## config.mk

```make
export PLATFORM = sky130hd
export DESIGN_NAME = nand_irq_ctrl
export DESIGN_NICKNAME = d
export VERILOG_FILES = /design/src/rtl/nand_irq_pkg.sv /design/src/rtl/nand_irq_flag.sv /design/src/rtl/nand_irq_ctrl.sv
export VERILOG_INCLUDE_DIRS = /design/src /design/src/rtl
export SDC_FILE = /design/constraint.sdc
export NUM_CORES = 1
export LEC_CHECK = 0
export BUFFER_PORTS_ARGS = -buffer_cell sky130_fd_sc_hd__clkbuf_2
export CAP_MARGIN = 40
export CORE_MARGIN = 2
export CORE_UTILIZATION = 25
export CTS_CLUSTER_SIZE = 24
export DETAILED_ROUTE_END_ITERATION = 10
export PLACE_DENSITY = 0.48
export SLEW_MARGIN = 40
export SYNTH_ARGS = -nofsm -noshare
export SYNTH_HDL_FRONTEND = slang
export SYNTH_SLANG_ARGS = --single-unit
```

## constraint.sdc

```tcl
create_clock -name MCLK_I -period 5.7 [get_ports MCLK_I]
set_input_delay 1.425 -clock MCLK_I [delete_from_list [all_inputs] [get_ports MCLK_I]]
set_output_delay 1.425 -clock MCLK_I [all_outputs]
set_load 0.005 [all_outputs]
```

## src/rtl/nand_irq_cfg.svh

```systemverilog
// Register map, field positions and reset value of the interrupt block
`ifndef NAND_IRQ_CFG_SVH
`define NAND_IRQ_CFG_SVH
`define IRQ_EN_OFFSET 12'h120
`define IRQ_CLEAR_OFFSET 12'h124
`define IRQ_STATUS_OFFSET 12'h128
`define IRQ_ECC_THRESH_OFFSET 12'h12c
`define IRQ_PAGE_NUM_OFFSET 12'h130
`define IRQ_SRC_COUNT 10
`define IRQ_RESET_VALUE 32'h0000_0000
`define IRQ_BIT_DMA_DONE 0
`define IRQ_BIT_FLASH_READY 1
`define IRQ_BIT_ECC_ERROR 2
`define IRQ_BIT_ECC_FAIL 3
`define IRQ_BIT_LIST_DONE 4
`define IRQ_BIT_READ_ABORT 5
`define IRQ_BIT_MASTER_IDLE 6
`define IRQ_BIT_FIRST_PAGE 7
`define IRQ_BIT_SEED_FAIL 8
`define IRQ_BIT_SEED_ERROR 9
`define ECC_THRESH_LSB 19
`define ECC_THRESH_MSB 26
`define PAGE_NUM_LSB 22
`define PAGE_NUM_MSB 27
`endif

```

## src/rtl/nand_irq_pkg.sv

```systemverilog
// Types shared by the interrupt block
package nand_irq_pkg;
  typedef enum logic [1:0] {
    BUS_IDLE,
    BUS_SETUP,
    BUS_ACCESS
  } bus_phase_type;
endpackage : nand_irq_pkg

```

## src/rtl/nand_irq_flag.sv

```systemverilog
// One sticky pending flag with set-over-clear priority
`timescale 1ns/1ps
module nand_irq_flag (
  // Clock and reset
  input wire logic clk_i,
  input wire logic rst_i,
  // Event and clear
  input wire logic set_i,
  input wire logic clear_i,
  // Pending flag
  output logic pending_o
);
  // A set in the clear cycle wins so no event is lost
  always_ff @(posedge clk_i)
  begin
    if (rst_i)
      pending_o <= 1'b0;
    else if (set_i)
      pending_o <= 1'b1;
    else if (clear_i)
      pending_o <= 1'b0;
  end
endmodule : nand_irq_flag

```

## src/rtl/nand_irq_ctrl.sv

```systemverilog
// Interrupt status, clear and enable registers of the NAND flash controller
//
// Behaviour
// - clear register bits 9..0 reset to zero, self-clear; 31..10 reserved, read zero.
// - status register read-only, one active-high pending flag per source, bits 9..0.
// - status bit 9 is backup-seed ECC error; clear bit 9 removes it.
// - status bit 8 is backup-seed ECC failure; clear bit 8 removes it.
// - status bit 7 is first page read done; write one clears it.
// - status bit 6 is master idle; write one clears it.
// - bit 5 is flash read abort, only in synchronous or toggle modes.
// - status bit 4 is linked-list operation done; write one clears it.
// - status bit 3 is ECC decode failure; clear bit 3 removes it.
// - status bit 2 is ECC decode error; clear bit 2 removes it.
// - status bit 1 is flash ready; clear bit 1 removes it.
// - status bit 0 is internal DMA done; clear bit 0 removes it.
// - flash ready event fires on low-to-high of ready/busy input.
// - master idle event fires on rising edge of idle indication.
// - ECC error event fires when corrected bits exceed threshold field.
// - DMA done event fires when programmed page count is transferred.
`timescale 1ns/1ps
`include "nand_irq_cfg.svh"
module nand_irq_ctrl #(
  parameter int SRC_COUNT = `IRQ_SRC_COUNT
) (
  // Clock and reset
  input wire logic MCLK_I,
  input wire logic RST_I,
  // APB slave
  input wire logic PSEL_I,
  input wire logic PENABLE_I,
  input wire logic PWRITE_I,
  input wire logic [11:0] PADDR_I,
  input wire logic [31:0] PWDATA_I,
  output logic [31:0] PRDATA_O,
  output logic PREADY_O,
  output logic PSLVERR_O,
  // Event sources
  input wire logic SEED_ECC_ERROR_I,
  input wire logic SEED_ECC_FAIL_I,
  input wire logic FIRST_PAGE_DONE_I,
  input wire logic MASTER_IDLE_I,
  input wire logic READ_ABORT_I,
  input wire logic SYNC_OR_TOGGLE_MODE_I,
  input wire logic LIST_DONE_I,
  input wire logic ECC_FAIL_I,
  input wire logic ECC_DONE_I,
  input wire logic [7:0] ECC_ERR_COUNT_I,
  input wire logic FLASH_READY_I,
  input wire logic DMA_MODE_I,
  input wire logic PAGE_DONE_I,
  // Interrupt
  output logic IRQ_O
);
  logic [SRC_COUNT-1:0] enable_q;
  logic [SRC_COUNT-1:0] clear_q;
  logic [SRC_COUNT-1:0] pending;
  logic [SRC_COUNT-1:0] event_set;
  logic [7:0] ecc_thresh_q;
  logic [5:0] page_num_q;
  logic [5:0] page_count_q;
  logic [5:0] page_count_d;
  logic ready_prev_q;
  logic idle_prev_q;
  logic dma_done;
  logic wr_en;
  logic rd_en;
  logic addr_ok;
  nand_irq_pkg::bus_phase_type phase_q;

  // Bus phase, kept for visibility of protocol state; slave answers with no wait
  always_ff @(posedge MCLK_I)
  begin
    if (RST_I)
      phase_q <= nand_irq_pkg::BUS_IDLE;
    else if (PSEL_I && !PENABLE_I)
      phase_q <= nand_irq_pkg::BUS_SETUP;
    else if (PSEL_I && PENABLE_I)
      phase_q <= nand_irq_pkg::BUS_ACCESS;
    else
      phase_q <= nand_irq_pkg::BUS_IDLE;
  end

  // Decode; PREADY is always high so every access completes in its first access cycle
  always_comb
  begin
    addr_ok = (PADDR_I == `IRQ_EN_OFFSET) || (PADDR_I == `IRQ_CLEAR_OFFSET) ||
              (PADDR_I == `IRQ_STATUS_OFFSET) || (PADDR_I == `IRQ_ECC_THRESH_OFFSET) ||
              (PADDR_I == `IRQ_PAGE_NUM_OFFSET);
    wr_en = PSEL_I && PENABLE_I && PWRITE_I && addr_ok;
    rd_en = PSEL_I && !PENABLE_I && !PWRITE_I;
  end
  assign PREADY_O = 1'b1;
  assign PSLVERR_O = PSEL_I && PENABLE_I && !addr_ok;

  // Read data registered at the setup cycle, valid throughout the access phase
  always_ff @(posedge MCLK_I)
  begin
    if (RST_I)
      PRDATA_O <= `IRQ_RESET_VALUE;
    else if (rd_en)
    begin
      unique case (PADDR_I)
        `IRQ_EN_OFFSET: PRDATA_O <= 32'(enable_q);
        `IRQ_CLEAR_OFFSET: PRDATA_O <= 32'(clear_q);
        `IRQ_STATUS_OFFSET: PRDATA_O <= 32'(pending);
        `IRQ_ECC_THRESH_OFFSET: PRDATA_O <= 32'(ecc_thresh_q) << `ECC_THRESH_LSB;
        `IRQ_PAGE_NUM_OFFSET: PRDATA_O <= 32'(page_num_q) << `PAGE_NUM_LSB;
        default: PRDATA_O <= 32'h0000_0000;
      endcase
    end
  end

  // Enable and configuration registers written by software
  always_ff @(posedge MCLK_I)
  begin
    if (RST_I)
    begin
      enable_q <= '0;
      ecc_thresh_q <= 8'h00;
      page_num_q <= 6'h00;
    end
    else if (wr_en)
    begin
      if (PADDR_I == `IRQ_EN_OFFSET)
        enable_q <= PWDATA_I[SRC_COUNT-1:0];
      if (PADDR_I == `IRQ_ECC_THRESH_OFFSET)
        ecc_thresh_q <= PWDATA_I[`ECC_THRESH_MSB:`ECC_THRESH_LSB];
      if (PADDR_I == `IRQ_PAGE_NUM_OFFSET)
        page_num_q <= PWDATA_I[`PAGE_NUM_MSB:`PAGE_NUM_LSB];
    end
  end

  // Clear pulses last one cycle; zero bits are ignored
  always_ff @(posedge MCLK_I)
  begin
    if (RST_I)
      clear_q <= '0;
    else if (wr_en && PADDR_I == `IRQ_CLEAR_OFFSET)
      clear_q <= PWDATA_I[SRC_COUNT-1:0];
    else
      clear_q <= '0;
  end

  // Edge history of level sources
  always_ff @(posedge MCLK_I)
  begin
    if (RST_I)
    begin
      ready_prev_q <= 1'b0;
      idle_prev_q <= 1'b0;
    end
    else
    begin
      ready_prev_q <= FLASH_READY_I;
      idle_prev_q <= MASTER_IDLE_I;
    end
  end

  // Page counter for DMA transfers; a zero page count never completes
  always_comb
  begin
    page_count_d = page_count_q;
    if (!DMA_MODE_I)
      page_count_d = 6'h00;
    else if (PAGE_DONE_I)
      page_count_d = dma_done ? 6'h00 : page_count_q + 6'h01;
  end
  assign dma_done = DMA_MODE_I && PAGE_DONE_I && (page_num_q != 6'h00) &&
                    (page_count_q + 6'h01 == page_num_q);
  always_ff @(posedge MCLK_I)
  begin
    if (RST_I)
      page_count_q <= 6'h00;
    else
      page_count_q <= page_count_d;
  end

  // Event vector in status bit order
  always_comb
  begin
    event_set = '0;
    event_set[`IRQ_BIT_SEED_ERROR] = SEED_ECC_ERROR_I;
    event_set[`IRQ_BIT_SEED_FAIL] = SEED_ECC_FAIL_I;
    event_set[`IRQ_BIT_FIRST_PAGE] = FIRST_PAGE_DONE_I;
    event_set[`IRQ_BIT_MASTER_IDLE] = MASTER_IDLE_I && !idle_prev_q;
    // Abort only means something in the synchronous and toggle interfaces
    event_set[`IRQ_BIT_READ_ABORT] = READ_ABORT_I && SYNC_OR_TOGGLE_MODE_I;
    event_set[`IRQ_BIT_LIST_DONE] = LIST_DONE_I;
    event_set[`IRQ_BIT_ECC_FAIL] = ECC_FAIL_I;
    event_set[`IRQ_BIT_ECC_ERROR] = ECC_DONE_I && (ECC_ERR_COUNT_I > ecc_thresh_q);
    event_set[`IRQ_BIT_FLASH_READY] = FLASH_READY_I && !ready_prev_q;
    event_set[`IRQ_BIT_DMA_DONE] = dma_done;
  end

  // One sticky flag per source
  for (genvar i = 0; i < SRC_COUNT; i++)
  begin : g_flag
    nand_irq_flag u_flag (
      .clk_i(MCLK_I),
      .rst_i(RST_I),
      .set_i(event_set[i]),
      .clear_i(clear_q[i]),
      .pending_o(pending[i])
    );
  end

  // Level interrupt from enabled pending flags
  always_ff @(posedge MCLK_I)
  begin
    if (RST_I)
      IRQ_O <= 1'b0;
    else
      IRQ_O <= |(pending & enable_q);
  end
endmodule : nand_irq_ctrl

```

== Word-level counts from Yosys, hierarchy flattened ==
Cells that the tools add are included.

* Flip-flop bits (word level): 85
* Bits of input ports: 69
* Output and inout port bits: 35

* Add/subtract/negate cells: 1
* Magnitude comparators: 1
* Eq/ne operators: 6
* Mux-type cells: 22
* Bitwise gates (word level): 3
* Reduce and logical (&&, ||, !) cells: 40

{| class="wikitable"
|+ Operators by type and width
! operator !! count
|-
| 28-bit one-hot mux with 5 select lines || 1
|-
| 12-bit by 9-bit equality test with 1-bit output (second input constant) || 5
|-
| 1-bit two-way mux || 20
|-
| 2-bit nonzero test || 10
|-
| 1-bit logical AND || 14
|-
| 10-bit AND || 1
|-
| 10-bit OR reduction || 1
|-
| 8-bit greater-than comparator || 1
|-
| 6-bit by 1-bit adder with 6-bit output (second input constant) || 1
|-
| 6-bit equality test || 1
|-
| 6-bit two-way mux || 1
|-
| 2-bit AND reduction || 3
|-
| 6-bit nonzero test || 1
|-
| 1-bit logical NOT || 5
|-
| 1-bit logical OR || 4
|-
| 2-bit OR reduction || 2
|-
| 1-bit NOT || 2
|}

== Longest topological paths before layout ==
* Depth in word-level cells: 9
* Depth in mapped cells: 7

== Modules after synthesis ==
From an unflattened synthesis, not the netlist that was laid out.

* Cell total of the unflattened synthesis: 367
* Area, all modules: 3,379.5 µm²

{| class="wikitable"
|+ By module, submodules not included
! module !! times used !! cells an instance !! area an instance (µm²) !! sequential area each (µm²)
|-
| nand_irq_ctrl || 1 || 327 || 2,991.6 || 1,241.2
|-
| nand_irq_flag || 10 || 4 || 38.8 || 20.0
|}

== Least setup slack after synthesis ==
No wires, ideal clock.

* Path kind: input to output
* Start: input port PADDR_I[3]
* End: output port PSLVERR_O
* Data arrival time: 2.117 ns
* Required time: 4.275 ns
* Slack: 2.158 ns
* Cell stages on the path: 4
* Path buffers: 1
* Cells stage by stage: clkbuf_2 > or2_2 > a21oi_1 > a21oi_1

* Cells in the longest elaborated chain, start to end: 7
* Elaborated cells between the ends (all ways): 11
* Classes of those cells: eq/ne: 5; reduce/logical: 6

{| class="wikitable"
|+ Ends and longest elaborated chain
! item !! line !! RTL
|-
| start: declaration || nand_irq_ctrl.sv:32 || <nowiki>input wire logic [11:0] PADDR_I,</nowiki>
|-
| 12-bit by 9-bit equality test with 1-bit output || - ||
|-
| 1-bit logical OR (3 in a row) || nand_irq_ctrl.sv:86 || <nowiki>addr_ok = (PADDR_I == `IRQ_EN_OFFSET) || (PADDR_I == `IRQ_CLEAR_OFFSET) ||</nowiki>
|-
| 1-bit logical OR * || nand_irq_ctrl.sv:86 ||
|-
| 1-bit logical NOT * || nand_irq_ctrl.sv:93 || <nowiki>assign PSLVERR_O = PSEL_I && PENABLE_I && !addr_ok;</nowiki>
|-
| 1-bit logical AND * || nand_irq_ctrl.sv:93 ||
|-
| end: declaration || nand_irq_ctrl.sv:36 || <nowiki>output logic PSLVERR_O,</nowiki>
|}

Every way passes the cells marked *; elsewhere a longest branch is shown, timed or not.

== Worst setup path in the final report ==
* Start: input port PADDR_I[2]
* End: output port PSLVERR_O

The elaborated chain is that of the path after synthesis.

==> flow_metrics.tcl <==
set metrics [dict create \
    rsz0062_at_grt "no" \
    critPathRequiredTime_ps 4280 \
    area_growth_pct 25.12 \
    syn-cell-area_mm2 0.003307 \
    cts_setup_buffers 0 \
    vias 2751 \
    p_per_area_mw_per_mm2 272.7 \
    die_h_um 119.0 \
    arrival_ps 2330 \
    rows 42 \
    gp_congestion 0.7658 \
    period_share_pct 65.96 \
    nFillCells 1397 \
    slew-limit-headroom_pct 48.71 \
    core_mm2 0.01309 \
    path_max_fanout 7 \
    drt-met1-wl_mm 3.787 \
    ant_nets 0 \
    hold_violations 0 \
    wl_met3_um 483 \
    htreeDepth 3 \
    grt_pass1_wl_mm 13.60 \
    grt_use_total_pct 12.21 \
    drtIter0Drc 109 \
    ys_seq_area_share_pct 43.59 \
    max_freq_mhz 266.0 \
    crit_family "simple AND/OR/NAND/NOR gates" \
    placed_area_mm2 0.003849 \
    portBuffers 76 \
    crit_type "in -> out" \
    holdBufCountCts 0 \
    p_leak_uw 0.001667 \
    cap_violations 0 \
    final.setup.tns_ps 0 \
    clock-sinks 72 \
    hp-class "reg -> reg" \
    start_util_pct 25.27 \
    syn_area_per_cell_um2 9.135 \
    grt_max_degree 26 \
    fin_nets 519 \
    ys_warn_count 0 \
    hp-start "PRDATA_O[26]" \
    critPathMaxStageDelay_ps 350 \
    numCtsBuffers 9 \
    maxSlewViolCount 0 \
    clk_pin_slew_worst_paths_ps 50 \
    first_pass_iters 5 \
    synth_edf_count 0 \
    peakVddDrop_mv 0.1358 \
    grt_pass1_vias 2729 \
    setup_viol_count_final 0 \
    synthTopCellsByArea "dfxtp_1, mux2i_1, nor2_1, nand2_1, ha_1" \
    multi_input_area_mm2 0.001717 \
    end_kind "output port" \
    num_antenna_cells 0 \
    drc_errors 0 \
    seqCellArea_mm2 0.001441 \
    ys.flop_type "dfxtp_1" \
    synth_top_area_share_pct 43.59 \
    final_area_mm2 0.004138 \
    io_pins 104 \
    cts_tree "built" \
    synth.distinct_cells 49 \
    fin_crit_ps 3760 \
    wl_mm 8.421 \
    wl_per_cell_um 13.56 \
    fin_hold_ws_ps 435.8 \
    status "finished clean" \
    r2r_slack_ps 3570 \
    hpwlAfterDp_mm 6.247 \
    final_common_cell "clkbuf_2" \
    synth-seq-cells 72 \
    cp_slowest_cell "or2_2" \
    path_buf_inv 2 \
    top_layer_used "met4" \
    fin_util_pct 31.62 \
    synth_area_leader_cell "dfxtp_1" \
    fp.dieW_um 119.0 \
    r2r_start "page_count_q[0]" \
    crit_start "PADDR_I[2]" \
    syn_inst 362 \
    clockRootBuffer "clkbuf_16" \
    final_cell_mix "clkbuf_2, dfxtp_1, nor2_1, nand2_1, mux2i_1" \
    dr_wl_met2_mm 4.015 \
    async_flop_share_pct 0 \
    ctsResizeCount 0 \
    worstSkewPairLatency_ps 330 \
    drive_gt1_share_pct 24.04 \
    die-area_mm2 0.01416 \
    vias_per_cell 4.430 \
    finClkSkew_ps 4.636 \
    worst_pin_slew_ps 763.7 \
    critPathLaunchType "input pin" \
    clock_path_buffers 2 \
    grt-ovfl-total 0 \
    grt_antenna_before_repair 0 \
    critical_path.cell_chain "clkbuf_2 -> or2_2 -> a21oi_1 -> a21oi_1 -> clkbuf_2" \
]
report_power, final:
group	switching (uW)	total, uW	leakage (uW)	internal, uW
sequential	4.46	514	0.000583	509
combinational	38.8	67.4	0.000945	28.6
clock	200	547	0.000139	348
cell usage after synthesis (2+ instances only):
cell	number
and3_1	2
a221oi_1	2
nor2_1	41
conb_1	2
a22o_1	2
nand3b_1	2
nor3_1	4
a222oi_1	8
buf_4	14
buf_2	2
clkbuf_1	7
nor4_4	2
nand4_1	3
and2_1	10
nor4_1	7
mux2i_1	27
a21o_1	2
a22oi_1	6
dfxtp_1	72
nor3b_1	2
nand3_1	9
nand2b_1	8
ha_1	9
inv_1	16
xor2_1	5
nand2_1	32
xnor2_1	5
a21oi_1	21
nor2b_1	5
o21a_1	2
or2_2	2
nor3b_2	2
o21ai_0	13
worst register-to-register path: stages, from the launching register on:
cell and delay, ps:
dfxtp_1 410, ha_1 270, xor2_1 210, xnor2_1 140
nand4_1 140, nor3_1 630, o32ai_1 190
cells by family after synthesis:
| logic type | count (synthesis) | synth area share (%) |
|---|---|---|
| xor+xnor | 10 | 2.648 |
| buf+inv | 40 | 6.243 |
| compound gates | 61 | 12.07 |
| flops | 72 | 43.59 |
| simple gates | 141 | 23.65 |
| other cells | 2 | 0.2271 |
| mux | 27 | 8.173 |
| fa+ha+maj | 9 | 3.405 |
area by class of cell:
type | count | share of cell area (%)
Tap cell | 176 | 5.322
Multi-Input combinational cell | 262 | 41.49
Timing Repair Buffer | 80 | 9.918
Inverter | 16 | 1.451
Clock buffer | 12 | 5.957
Clock inverter | 3 | 1.028
Sequential cell | 72 | 34.84
through the flow:
stage          setup slack (ps)  cells  total power, uW
6_report                   1940    621             1129
5_1_grt                    1860    621             1170
4_1_cts                    1939    621             1145
3_5_place_dp               1939    606            592.7
3_3_place_gp               1944    606            591.6
2_1_floorplan              2158    374            564.8
final timing paths:
path	cells after the start	end
worst max-delay path	5	PSLVERR_O
worst min-delay path	2	PRDATA_O[26]
worst max register to register	6	page_count_q[1]
worst min register to register	2	PRDATA_O[26]
per-layer routing:
metal | track usage (%) | vias up
met5 | 0 | -
met4 | 3.795 | 0
met3 | 3.592 | 9
met2 | 20.69 | 75
met1 | 14.88 | 1275
li1 | - | 1392
sequential cells by signal, indices dropped and copies added (netlist names):
signal,count
page_count_q,6
ecc_thresh_q,8
ready_prev_q,1
IRQ_O,1
page_num_q,6
g_flag.u_flag.pending_o,10
PRDATA_O,19
clear_q,10
enable_q,10
idle_prev_q,1
(Power assumes the default switching activity.)
